### src/pkg/pulse_seq_pkg.sv
/*
  Constants, types and register map of the pulse chop/float sequencer.
  Assumes a 10 MHz clock and register indices (byte address = 4 x index).
*/
// Overview of operation
// - Chop inverts integration for half the pulses
// - Inverted pulses subtracted, normal pulses added
// - Four-bit patterns repeat every four pulses
// - Sign bit set subtracts that pulse position
// - Reverse bit swaps integration phase order
// - Pattern 0xA inverts and subtracts pulses 2,4
// - Mid-code bias adds 2048 to result
// - Slot registers repeat every 0x020 index
// - Select 0 keeps amplifier continuously connected
// - Select 1 floats input between pulses
// - Select 2 ties input to precondition between
// - Float: precondition, float time, then reconnect
// - Float mode bypasses the bandpass filter
// - Float charge lands in negative phase
// - Float LED pairs lit and dark, subtracted
// - LED mask repeats per four-pulse group
// - Repeat count sets total pulses per sample
// - Exactly one result write per sample
package pulse_seq_pkg;
  localparam int unsigned CLK_PERIOD_NS  = 100;
  localparam int unsigned PRECON_TIME_NS = 2000;
  localparam int unsigned FLOAT_TIME_NS  = 4000;
  localparam int unsigned PRECON_CYC     = (PRECON_TIME_NS + CLK_PERIOD_NS - 1) / CLK_PERIOD_NS;
  localparam int unsigned FLOAT_CYC      = (FLOAT_TIME_NS + CLK_PERIOD_NS - 1) / CLK_PERIOD_NS;

  localparam logic [9:0]  PAT_IDX     = 10'h10D;
  localparam logic [9:0]  REP_IDX     = 10'h107;
  localparam logic [9:0]  SLOT_STRIDE = 10'h020;
  localparam logic [9:0]  CMD_IDX     = 10'h0F0;
  localparam logic [9:0]  STAT_IDX    = 10'h0F1;
  localparam logic [9:0]  RES_IDX     = 10'h0F2;

  localparam int unsigned SIGN_LSB = 0;
  localparam int unsigned REV_LSB  = 4;
  localparam int unsigned MASK_LSB = 8;
  localparam int unsigned MOD_LSB  = 12;
  localparam int unsigned BIAS_BIT = 14;
  localparam int unsigned START_BIT = 0;
  localparam int unsigned SLOT_LSB  = 4;
  localparam int unsigned BUSY_BIT  = 0;
  localparam int unsigned DONE_BIT  = 1;

  localparam logic [15:0] PAT_RESET = 16'h0000;
  localparam logic [7:0]  REP_RESET = 8'h01;
  localparam logic [23:0] MID_CODE  = 24'h000800;

  localparam logic [1:0] RESP_OKAY   = 2'h0;
  localparam logic [1:0] RESP_SLVERR = 2'h2;

  typedef enum logic [2:0] {
    ST_IDLE   = 3'h0,
    ST_PRECON = 3'h1,
    ST_GAP    = 3'h3,
    ST_PULSE  = 3'h2,
    ST_STORE  = 3'h6
  } seq_state_t;

  typedef enum logic [1:0] {
    MOD_CONT     = 2'h0,
    MOD_FLOAT    = 2'h1,
    MOD_NONFLOAT = 2'h2
  } mod_t;

  typedef struct packed {
    logic pulse;
    logic integ_reverse;
    logic led_fire;
    logic connect;
    logic precon_tie;
    logic bandpass_bypass;
  } front_ctl_t;
endpackage

### src/verilog/pulse_chop_float_sequencer.sv
/*
  Per-slot pulse sequencer: chop/float patterns, connection modulation and
  signed accumulation, with an AXI4-Lite register slave.
  Assumes the front end answers each pulse with one adc_valid_i strobe.
*/
// The implementer's own choice: the AXI4-Lite register port.
`timescale 1ns/1ps
`default_nettype none
module pulse_chop_float_sequencer #(
  parameter int unsigned NUM_SLOTS = 12,
  parameter int unsigned ADC_W     = 14,
  parameter int unsigned ACC_W     = 24
) (
  input  wire logic                    clock_i,
  input  wire logic                    rst_n_i,
  input  wire logic [11:0]             s_axi_awaddr,
  input  wire logic                    s_axi_awvalid,
  output logic                         s_axi_awready,
  input  wire logic [31:0]             s_axi_wdata,
  input  wire logic [3:0]              s_axi_wstrb,
  input  wire logic                    s_axi_wvalid,
  output logic                         s_axi_wready,
  output logic [1:0]                   s_axi_bresp,
  output logic                         s_axi_bvalid,
  input  wire logic                    s_axi_bready,
  input  wire logic [11:0]             s_axi_araddr,
  input  wire logic                    s_axi_arvalid,
  output logic                         s_axi_arready,
  output logic [31:0]                  s_axi_rdata,
  output logic [1:0]                   s_axi_rresp,
  output logic                         s_axi_rvalid,
  input  wire logic                    s_axi_rready,
  input  wire logic                    adc_valid_i,
  input  wire logic signed [ADC_W-1:0] adc_data_i,
  output pulse_seq_pkg::front_ctl_t    front_ctl_o,
  output logic                         result_valid_o,
  output logic [ACC_W-1:0]             result_o
);
  localparam int unsigned SLOT_W = 4;

  typedef struct packed {
    logic [NUM_SLOTS-1:0][15:0] pat;
    logic [NUM_SLOTS-1:0][7:0]  rep;
    logic                       awready;
    logic                       wready;
    logic                       aw_got;
    logic                       w_got;
    logic [9:0]                 aw_idx;
    logic [31:0]                wdata;
    logic [3:0]                 wstrb;
    logic                       bvalid;
    logic [1:0]                 bresp;
    logic                       arready;
    logic                       rvalid;
    logic [31:0]                rdata;
    logic [1:0]                 rresp;
    pulse_seq_pkg::seq_state_t  state;
    logic [SLOT_W-1:0]          slot;
    logic [15:0]                cfg;
    logic [7:0]                 total;
    logic [7:0]                 idx;
    logic [7:0]                 timer;
    logic signed [ACC_W-1:0]    acc;
    logic                       done;
    pulse_seq_pkg::front_ctl_t  ctl;
    logic                       res_valid;
    logic [ACC_W-1:0]           result;
  } state_t;

  state_t st;
  state_t next_st;

  initial begin
    if (NUM_SLOTS < 1 || NUM_SLOTS > 16 || ADC_W < 2 || ACC_W < ADC_W + 9 || ACC_W > 32) begin
      $error("pulse_chop_float_sequencer: unsupported parameters");
    end
  end

  logic [9:0]                 w_idx;
  logic [9:0]                 r_idx;
  logic                       do_write;
  logic                       aw_take;
  logic                       w_take;
  logic [31:0]                wd;
  logic [3:0]                 ws;
  logic                       start_req;
  logic                       done_clr;
  logic signed [ACC_W-1:0]    adc_ext;
  logic [1:0]                 pos;
  logic [1:0]                 next_pos;
  pulse_seq_pkg::mod_t        mode;

  assign adc_ext = ACC_W'(adc_data_i);
  assign pos     = st.idx[1:0];
  assign mode    = pulse_seq_pkg::mod_t'(st.cfg[pulse_seq_pkg::MOD_LSB +: 2]);

  always_comb begin
    next_st   = st;
    aw_take   = s_axi_awvalid && st.awready;
    w_take    = s_axi_wvalid && st.wready;
    w_idx     = st.aw_got ? st.aw_idx : s_axi_awaddr[11:2];
    wd        = st.w_got ? st.wdata : s_axi_wdata;
    ws        = st.w_got ? st.wstrb : s_axi_wstrb;
    do_write  = (st.aw_got || aw_take) && (st.w_got || w_take) && !st.bvalid;
    r_idx     = s_axi_araddr[11:2];
    start_req = 1'b0;
    done_clr  = 1'b0;
    next_pos  = 2'h0;
    if (aw_take) begin
      next_st.aw_got = 1'b1;
      next_st.aw_idx = s_axi_awaddr[11:2];
    end
    if (w_take) begin
      next_st.w_got = 1'b1;
      next_st.wdata = s_axi_wdata;
      next_st.wstrb = s_axi_wstrb;
    end
    if (do_write) begin
      next_st.aw_got = 1'b0;
      next_st.w_got  = 1'b0;
      next_st.bvalid = 1'b1;
      next_st.bresp  = pulse_seq_pkg::RESP_SLVERR;
      for (int s = 0; s < NUM_SLOTS; s++) begin
        if (w_idx == pulse_seq_pkg::PAT_IDX + 10'(s) * pulse_seq_pkg::SLOT_STRIDE) begin
          next_st.bresp = pulse_seq_pkg::RESP_OKAY;
          if (ws[0]) next_st.pat[s][7:0] = wd[7:0];
          if (ws[1]) next_st.pat[s][15:8] = wd[15:8];
        end
        if (w_idx == pulse_seq_pkg::REP_IDX + 10'(s) * pulse_seq_pkg::SLOT_STRIDE) begin
          next_st.bresp = pulse_seq_pkg::RESP_OKAY;
          if (ws[0]) next_st.rep[s] = wd[7:0];
        end
      end
      if (w_idx == pulse_seq_pkg::CMD_IDX) begin
        next_st.bresp = pulse_seq_pkg::RESP_OKAY;
        start_req     = ws[0] && wd[pulse_seq_pkg::START_BIT];
      end
      if (w_idx == pulse_seq_pkg::STAT_IDX) begin
        next_st.bresp = pulse_seq_pkg::RESP_OKAY;
        done_clr      = ws[0] && wd[pulse_seq_pkg::DONE_BIT];
      end
      if (w_idx == pulse_seq_pkg::RES_IDX) begin
        next_st.bresp = pulse_seq_pkg::RESP_OKAY;
      end
    end
    if (st.bvalid && s_axi_bready) begin
      next_st.bvalid = 1'b0;
    end
    next_st.awready = !next_st.aw_got && !next_st.bvalid;
    next_st.wready  = !next_st.w_got && !next_st.bvalid;

    if (s_axi_arvalid && st.arready) begin
      next_st.rvalid = 1'b1;
      next_st.rdata  = 32'h00000000;
      next_st.rresp  = pulse_seq_pkg::RESP_SLVERR;
      for (int s = 0; s < NUM_SLOTS; s++) begin
        if (r_idx == pulse_seq_pkg::PAT_IDX + 10'(s) * pulse_seq_pkg::SLOT_STRIDE) begin
          next_st.rdata = {16'h0000, st.pat[s]};
          next_st.rresp = pulse_seq_pkg::RESP_OKAY;
        end
        if (r_idx == pulse_seq_pkg::REP_IDX + 10'(s) * pulse_seq_pkg::SLOT_STRIDE) begin
          next_st.rdata = {24'h000000, st.rep[s]};
          next_st.rresp = pulse_seq_pkg::RESP_OKAY;
        end
      end
      if (r_idx == pulse_seq_pkg::CMD_IDX) begin
        next_st.rdata = {24'h000000, st.slot, 4'h0};
        next_st.rresp = pulse_seq_pkg::RESP_OKAY;
      end
      if (r_idx == pulse_seq_pkg::STAT_IDX) begin
        next_st.rdata = {30'h00000000, st.done, st.state != pulse_seq_pkg::ST_IDLE};
        next_st.rresp = pulse_seq_pkg::RESP_OKAY;
      end
      if (r_idx == pulse_seq_pkg::RES_IDX) begin
        next_st.rdata = 32'(st.result);
        next_st.rresp = pulse_seq_pkg::RESP_OKAY;
      end
    end else if (st.rvalid && s_axi_rready) begin
      next_st.rvalid = 1'b0;
    end
    next_st.arready = !next_st.rvalid;

    // Sequencer; a start while busy is ignored
    next_st.res_valid = 1'b0;
    case (st.state)
      pulse_seq_pkg::ST_IDLE: begin
        if (start_req) begin
          next_st.slot  = wd[pulse_seq_pkg::SLOT_LSB +: SLOT_W];
          next_st.cfg   = st.pat[wd[pulse_seq_pkg::SLOT_LSB +: SLOT_W]];
          next_st.total = st.rep[wd[pulse_seq_pkg::SLOT_LSB +: SLOT_W]];
          if (next_st.total == 8'h00) next_st.total = 8'h01;
          next_st.idx   = 8'h00;
          next_st.acc   = '0;
          next_st.timer = 8'(pulse_seq_pkg::PRECON_CYC);
          next_st.state = pulse_seq_pkg::ST_PRECON;
        end
      end
      pulse_seq_pkg::ST_PRECON: begin
        next_st.timer = st.timer - 8'h01;
        if (st.timer == 8'h01) begin
          if (mode == pulse_seq_pkg::MOD_FLOAT) begin
            next_st.timer = 8'(pulse_seq_pkg::FLOAT_CYC);
            next_st.state = pulse_seq_pkg::ST_GAP;
          end else begin
            next_st.state = pulse_seq_pkg::ST_PULSE;
          end
        end
      end
      pulse_seq_pkg::ST_GAP: begin
        next_st.timer = st.timer - 8'h01;
        if (st.timer == 8'h01) begin
          next_st.state = pulse_seq_pkg::ST_PULSE;
        end
      end
      pulse_seq_pkg::ST_PULSE: begin
        if (adc_valid_i) begin
          if (st.cfg[pulse_seq_pkg::SIGN_LSB + 32'(pos)]) begin
            next_st.acc = st.acc - adc_ext;
          end else begin
            next_st.acc = st.acc + adc_ext;
          end
          next_st.idx = st.idx + 8'h01;
          if (st.idx + 8'h01 == st.total) begin
            next_st.state = pulse_seq_pkg::ST_STORE;
          end else if (mode == pulse_seq_pkg::MOD_CONT) begin
            next_st.state = pulse_seq_pkg::ST_PULSE;
          end else begin
            next_st.timer = 8'(pulse_seq_pkg::FLOAT_CYC);
            next_st.state = pulse_seq_pkg::ST_GAP;
          end
        end
      end
      pulse_seq_pkg::ST_STORE: begin
        next_st.result    = st.cfg[pulse_seq_pkg::BIAS_BIT] ? ACC_W'(st.acc) + ACC_W'(pulse_seq_pkg::MID_CODE)
                                                            : ACC_W'(st.acc);
        next_st.res_valid = 1'b1;
        next_st.state     = pulse_seq_pkg::ST_IDLE;
      end
      default: begin
        next_st.state = pulse_seq_pkg::ST_IDLE;
      end
    endcase
    // Done is sticky; a completion in the clearing cycle wins
    if (done_clr) next_st.done = 1'b0;
    if (st.state == pulse_seq_pkg::ST_STORE) next_st.done = 1'b1;

    // Front-end controls follow the state being entered
    next_pos = next_st.idx[1:0];
    next_st.ctl = '0;
    next_st.ctl.bandpass_bypass = (next_st.state != pulse_seq_pkg::ST_IDLE) &&
                                  (next_st.cfg[pulse_seq_pkg::MOD_LSB +: 2] == 2'(pulse_seq_pkg::MOD_FLOAT));
    case (next_st.state)
      pulse_seq_pkg::ST_PRECON: begin
        next_st.ctl.precon_tie = 1'b1;
      end
      pulse_seq_pkg::ST_GAP: begin
        // Float leaves the input open; nonfloat holds the precondition level
        next_st.ctl.precon_tie = next_st.cfg[pulse_seq_pkg::MOD_LSB +: 2] == 2'(pulse_seq_pkg::MOD_NONFLOAT);
      end
      pulse_seq_pkg::ST_PULSE: begin
        next_st.ctl.pulse    = 1'b1;
        next_st.ctl.connect  = 1'b1;
        next_st.ctl.led_fire = !next_st.cfg[pulse_seq_pkg::MASK_LSB + 32'(next_pos)];
        // Float keeps normal order so the charge lands in the negative phase
        next_st.ctl.integ_reverse = next_st.ctl.bandpass_bypass ? 1'b0
                                    : next_st.cfg[pulse_seq_pkg::REV_LSB + 32'(next_pos)];
      end
      default: begin
        next_st.ctl.pulse = 1'b0;
      end
    endcase
  end

  always_ff @(posedge clock_i or negedge rst_n_i) begin
    if (!rst_n_i) begin
      st       <= '0;
      st.pat   <= {NUM_SLOTS{pulse_seq_pkg::PAT_RESET}};
      st.rep   <= {NUM_SLOTS{pulse_seq_pkg::REP_RESET}};
      st.state <= pulse_seq_pkg::ST_IDLE;
    end else begin
      st <= next_st;
    end
  end

  assign s_axi_awready  = st.awready;
  assign s_axi_wready   = st.wready;
  assign s_axi_bvalid   = st.bvalid;
  assign s_axi_bresp    = st.bresp;
  assign s_axi_arready  = st.arready;
  assign s_axi_rvalid   = st.rvalid;
  assign s_axi_rdata    = st.rdata;
  assign s_axi_rresp    = st.rresp;
  assign front_ctl_o    = st.ctl;
  assign result_valid_o = st.res_valid;
  assign result_o       = st.result;
endmodule
`default_nettype wire

### config.mk
export PLATFORM = sky130hd
export DESIGN_NAME = pulse_chop_float_sequencer
export DESIGN_NICKNAME = d
export VERILOG_FILES = /design/src/pkg/pulse_seq_pkg.sv /design/src/verilog/pulse_chop_float_sequencer.sv
export SDC_FILE = /design/constraint.sdc
export NUM_CORES = 1
export LEC_CHECK = 0
export ABC_AREA = 1
export BUFFER_PORTS_ARGS = -buffer_cell sky130_fd_sc_hd__buf_2
export CORE_MARGIN = 4
export CORE_UTILIZATION = 43
export CTS_BUF_LIST = sky130_fd_sc_hd__clkbuf_2 sky130_fd_sc_hd__clkbuf_4 sky130_fd_sc_hd__clkbuf_8
export DETAILED_ROUTE_END_ITERATION = 8
export PLACE_DENSITY = 0.64
export SYNTH_ARGS = -nofsm -noshare
export SYNTH_HDL_FRONTEND = slang
export SYNTH_SLANG_ARGS = --single-unit
### constraint.sdc
create_clock -name clock_i -period 4.3 [get_ports clock_i]
set_input_delay 1.075 -clock clock_i [delete_from_list [all_inputs] [get_ports clock_i]]
set_output_delay 1.075 -clock clock_i [all_outputs]
set_load 0.01 [all_outputs]
Yosys cells after proc, flatten, opt, wreduce, memory -nomap -nowiden

Cells that the tools add are included.

Register bits: 462
Latch bits: 0
Memory bits (writable): 0
Bits in read-only memories: 0
Input port bits: 82
Output and inout bits: 72
Memories kept: 0

$add $sub $neg: 7
$mul: 0
Divide/modulo/power cells: 0
Order comparisons: 4
Equal/unequal tests: 70
Shifts and indexed selects: 0
Multiplexer cells: 105
Bitwise gates (word level): 0
Reduce and logical (&&, ||, !) cells: 67

Operator list:

| cell                   | number |
|---|---|
| $mux 34                | 26 |
| $eq 10x9->1 const B    | 32 |
| $eq 10x10->1 const B   | 16 |
| $reduce_and 3->1       | 37 |
| $mux 24                | 3 |
| $mux 71                | 1 |
| $bmux 16 s4            | 1 |
| $eq 10x8->1 const B    | 6 |
| $mux 2                 | 29 |
| $mux 8                 | 6 |
| $pmux 24 s2            | 1 |
| $mux 40                | 1 |
| $bmux 8 s4             | 1 |
| $mux 16                | 2 |
| $pmux 8 s4             | 1 |
| $mux 25                | 1 |
| $add 24x12->24 const B | 1 |
| $add 24x14->24         | 1 |
| $sub 24x14->24         | 1 |
| $mux 1                 | 18 |
| $mux 18                | 1 |
| $mux 3                 | 6 |
| $pmux 8 s2             | 1 |
| $eq 3x2->1 const B     | 4 |
| 30 further kinds       | 56 |

Longest topological paths before layout

Word-level depth: 33
Gate-level depth with buffers: 28

Worst setup path before layout

Ideal clock, no wire load.

Path type: input to register
Start: in adc_data_i[1]
End: reg st[54] (netlist name)
Data arrival time: 3.790 ns
Required time: 4.174 ns
Setup slack: 0.384 ns
Stages: 27
Buffers on the path: 0
Path through: inv_1 > ha_1 > inv_1 > nor3_1 > inv_1 > nor2_1 > inv_1 > nor2_1 > nand3_1 > nand2_1 > xor2_1 > ha_1 > nand2_1 > nor2_1 > inv_1 > nor4_1 > a21oi_1 > o21ai_0 > nand3_1 > nand2_1 > nand2_1 > nand2_1 > a21oi_1 > o21bai_1 > nand2_1 > nand2_1 > o21ai_0

Longest elaborated chain between the ends: 4

RTL lines:

| element                                          | line                                                                 | text |
|---|---|---|
| start: declaration                               | pulse_chop_float_sequencer.sv:34                                     | `input wire logic signed [ADC_W-1:0] adc_data_i,` |
| $add 24x14->24 or $sub 24x14->24 (tied branches) | pulse_chop_float_sequencer.sv:220, pulse_chop_float_sequencer.sv:218 |  |
| $mux 24 *                                        | pulse_chop_float_sequencer.sv:217                                    | `if (st.cfg[pulse_seq_pkg::SIGN_LSB + 32'(pos)]) begin` |
| $mux 40 *                                        | pulse_chop_float_sequencer.sv:216                                    | `if (adc_valid_i) begin` |
| $pmux 24 s2 *                                    | pulse_chop_float_sequencer.sv:185                                    | `case (st.state)` |
| end signal: assignment                           | pulse_chop_float_sequencer.sv:281                                    | `st <= next_st;` |
| end: declaration                                 | pulse_chop_float_sequencer.sv:70                                     | `state_t st;` |

Every way passes the cells marked *; elsewhere a longest branch is shown, timed or not. The select of a mux whose other input is x is not followed.
A chain may end at the register's enable or synchronous reset.

Worst setup path in the final report

Start: reg st, in the netlist pos[0]
End: reg st[53] (netlist name)

Longest elaborated chain between the ends: 5

RTL lines:

| element                      | line |
|---|---|
| $bmux 1 s2                   | pulse_chop_float_sequencer.sv:217 |
| $mux 1 (not written as such) | pulse_chop_float_sequencer.sv:217 |
| $mux 24                      | pulse_chop_float_sequencer.sv:217 |
| $mux 40                      | pulse_chop_float_sequencer.sv:216 |
| $pmux 24 s2                  | pulse_chop_float_sequencer.sv:185 |

No other way between the ends. The select of a mux whose other input is x is not followed.

==> reports/summary.json <==
{
  "status": {
    "run_status": "complete, no violations"
  },
  "timing": {
    "finalHoldViolCount": 0,
    "post-route-min-period_ps": 3880,
    "final-setup-viol-count": 0,
    "period_share_pct": 90.2,
    "clock-skew-final_ps": 41.6,
    "fin_setup_tns_ps": 0,
    "max_clock_freq_mhz": 258,
    "max-slew-margin-rel_pct": 25.1,
    "hold-worst-slack_ps": 446,
    "grt_setup_unrepaired": "no",
    "finalMaxSlewViolations": 0,
    "worst_slack_ps": 421,
    "worst_pin_slew_ps": 1120
  },
  "worst_setup_path": {
    "critical_path.startpoint": "pos[0]",
    "cp.arrival_ps": 4430,
    "critical_path.endpoint_type": "register",
    "critPathMostFrequentCell": "sky130_fd_sc_hd__nand2_1",
    "crit_slowest_cell": "sky130_fd_sc_hd__dfrtp_1",
    "cell_type_group_with_the_largest_total_delay_on_the_critical_path": "compound AO/OA/AOI/OAI gates",
    "crit_end": "st[53]",
    "worstPathRequired_ps": 4850,
    "reg2reg_to": "st[53]",
    "cp.depth": 24,
    "critPathLaunchType": "register",
    "setup.reg_to_reg.worst_slack_ps": 420,
    "cp_cell_sequence": "o21ai_0 > nand2_1 > inv_1 > o21ai_0 > ha_1 > nand3_1 > nand2_1 > nand2_1 > nand2_1 > a21oi_1 > nor2_1 > nor2_1 > o21ai_1 > inv_2 > nor2_1 > nor2_1 > o21ai_1 > a21oi_1 > o21bai_1 > nand2_1 > nand2_1 > nand2_1 > nand3_1 > nand2_1",
    "r2r-start": "pos[0]",
    "crit_type": "reg2reg",
    "reg2reg_depth": 24,
    "critPathMaxStageDelay_ps": 460,
    "critical_path_peak_fanout": 16,
    "cp.buffers_inverters": 2
  },
  "final_layout": {
    "multi_input_area_um2": 11700,
    "layout_commonest_cell": "sky130_fd_sc_hd__nand2_1",
    "layout.cells.most_common_list": "892 x sky130_fd_sc_hd__nand2_1, 467 x sky130_fd_sc_hd__o21ai_0, 438 x sky130_fd_sc_hd__dfrtp_1, 296 x sky130_fd_sc_hd__inv_1, 227 x sky130_fd_sc_hd__nor2_1",
    "n_fill_cell": 5755,
    "num-nets-final": 3596,
    "seq_area_um2": 11300,
    "layoutNonFillerInstCount": 4316,
    "share_of_post_route_cells_with_drive_strength_above_1_pct": 13.9,
    "final_area_um2": 28400,
    "synthToLayoutAreaGrowth_pct": 12.8,
    "finalCoreUtilization_pct": 49.1
  },
  "detailed_routing": {
    "drt_first_pass_iters": 6,
    "route.detailed.wl_per_inst_um": 18.8,
    "final_antenna_net_count": 0,
    "drt_iter0_drc": 2438,
    "wirelength_mm": 81.1,
    "vias": 23575,
    "detail_route.vias_per_cell": 5.46,
    "detail_route.drc_violations": 0
  },
  "placed_design": {
    "port-buffer-count": 121,
    "placement.setup.worst_slack_ps": -50.4,
    "dp.final_hpwl_mm": 58.1,
    "dp_cells": 4167,
    "gp_congestion": 0.909,
    "dpl-instance-area_um2": 26700
  },
  "clock_network": {
    "cts_post_setup_buffers_inserted": 0,
    "htreeDepth": 3,
    "cts_tree": "built",
    "count_of_hold_fix_buffers_inserted_at_cts": 0,
    "cts_buf_count": 81,
    "clk_pin_slew_worst_paths_ps": 60,
    "clock_sink_count": 450,
    "worst_skew_pair.late_latency_ps": 680,
    "max-clock-path-buffers": 3,
    "cts.repair.resized": 0,
    "clock_tree.root_cell": "sky130_fd_sc_hd__clkbuf_8"
  },
  "die": {
    "floorplan.rows": 88,
    "die-height_um": 250,
    "design.die.area_um2": 62600,
    "floorplan.die.width_um": 250,
    "top_level_ports": 154,
    "initial_cell_density_of_the_core_pct": 43.5,
    "core-area_um2": 57900
  },
  "power_and_ir_drop": {
    "total_power_consumption_of_the_routed_design_mw": 16.5,
    "power-per-cell-area_nw_per_um2": 580,
    "p_leak_nw": 13.3,
    "power.ir.vdd_worst_mv": 0.440
  },
  "grt": {
    "grt_pass1_wl_mm": 128,
    "number_of_global_route_vias_before_repair": 22291,
    "grt_overflow": 0,
    "grt_start_max_net_pins": 100,
    "grt_antenna_before_repair": 2,
    "grt.total_usage_pct": 25.6
  },
  "synth": {
    "yosysUniqueCellTypes": 64,
    "synth_largest_area_cell": "sky130_fd_sc_hd__dfrtp_1",
    "synth.cell_area_um2": 25200,
    "postSynth.topFlopCell": "sky130_fd_sc_hd__dfrtp_1",
    "synthesis.area_per_instance_um2": 7.46,
    "yosys_register_bits": 450,
    "yosys_warnings": 0,
    "async_flop_share_pct": 100,
    "number_of_enable_flip_flop_cells_after_synthesis": 0,
    "synthesis.instances": 3379,
    "synth_sequential_area_ratio_pct": 44.7,
    "synth_area_leaders": "sky130_fd_sc_hd__dfrtp_1 43%, sky130_fd_sc_hd__nand2_1 13%, sky130_fd_sc_hd__o21ai_0 9.3%",
    "synth_largest_type_area_fraction_pct": 43.5
  },
  "flow_run": {
    "timing.max_cap.violations": 0
  },
  "worst_hold_path": {
    "holdCritPathClass": "in2async"
  }
}
synth_stat cells (all sizes together), types with 15 or more instances:
master and instances:
nand2 897, o21ai 555, dfrtp 438, inv 331, nor2 241, a21oi 221, nand3 133, clkbuf 131
buf 88, o211ai 42, nor3 39, ha 28, o22ai 27, xor2 26, or2 24, nand4 21
mux2 17, a221oi 15
cell families after synthesis:
group | share of synthesized area [%]
XOR/XNOR | 1.35
AO/OA/AOI/OAI | 20.0
buffers and inverters | 9.36
other | 0.0149
multiplexers | 0.839
flip-flops | 44.7
adder cells (fa/ha/maj) | 1.47
AND/OR/NAND/NOR | 22.2
how the worst min path moves through the flow:
stage	from	slack (ps)	endpoint
2_1_floorplan	st[63]	440	st[63]
3_3_place_gp	s_axi_rvalid	450	s_axi_arready
3_5_place_dp	st[63]	460	st[63]
4_1_cts	rst_n_i	440	st[358]
5_1_grt	rst_n_i	470	st[205]
6_report	rst_n_i	450	st[205]
sequential cells by signal, summed over array words and instances, names as in the netlist:
register        cells
st                385
result_o           24
s_axi_rdata        24
front_ctl_o         5
mode                2
pos                 2
result_valid_o      1
s_axi_arready       1
s_axi_awready       1
s_axi_bresp         1
s_axi_bvalid        1
s_axi_rresp         1
s_axi_rvalid        1
s_axi_wready        1
final cells by class:
type | instances | share of cell area [%]
antenna | 2 | 0.0176
clock buffer | 128 | 5.58
clock inverter | 19 | 0.413
inverter | 336 | 4.44
multi-input combinational | 2383 | 41.0
sequential | 450 | 39.6
tap | 765 | 3.36
timing repair buffer | 233 | 5.56
worst reg2reg max path, stage by stage, from the launching register on:
cell and delay (ps):
sky130_fd_sc_hd__dfrtp_1 460, sky130_fd_sc_hd__o21ai_0 220, sky130_fd_sc_hd__nand2_1 130, sky130_fd_sc_hd__inv_1 440
sky130_fd_sc_hd__o21ai_0 260, sky130_fd_sc_hd__ha_1 330, sky130_fd_sc_hd__nand3_1 70, sky130_fd_sc_hd__nand2_1 90
sky130_fd_sc_hd__nand2_1 60, sky130_fd_sc_hd__nand2_1 60, sky130_fd_sc_hd__a21oi_1 70, sky130_fd_sc_hd__nor2_1 130
sky130_fd_sc_hd__nor2_1 70, sky130_fd_sc_hd__o21ai_1 180, sky130_fd_sc_hd__inv_2 50, sky130_fd_sc_hd__nor2_1 80
sky130_fd_sc_hd__nor2_1 60, sky130_fd_sc_hd__o21ai_1 240, sky130_fd_sc_hd__a21oi_1 180, sky130_fd_sc_hd__o21bai_1 260
sky130_fd_sc_hd__nand2_1 110, sky130_fd_sc_hd__nand2_1 70, sky130_fd_sc_hd__nand2_1 50, sky130_fd_sc_hd__nand3_1 60
sky130_fd_sc_hd__nand2_1 60
where the power goes:
part / internal, mW / switching (mW) / total (mW)
logic: 2.28 / 4.91 / 7.19
registers: 4.70 / 0.375 / 5.08
clock network: 2.35 / 1.88 / 4.23
routing by layer:
metal | part of all wire, % | GRT usage (%) | vias to the layer above | wire (um)
met5 | 0 | 0 | - | 0
met4 | 4.4 | 11.3 | 0 | 3590
met3 | 7.2 | 3.94 | 180 | 5830
met2 | 45 | 39.9 | 871 | 36800
met1 | 43 | 35.4 | 11185 | 34800
li1 | - | - | 11339 | -
No activity file was read; power rests on OpenSTA's default activity.
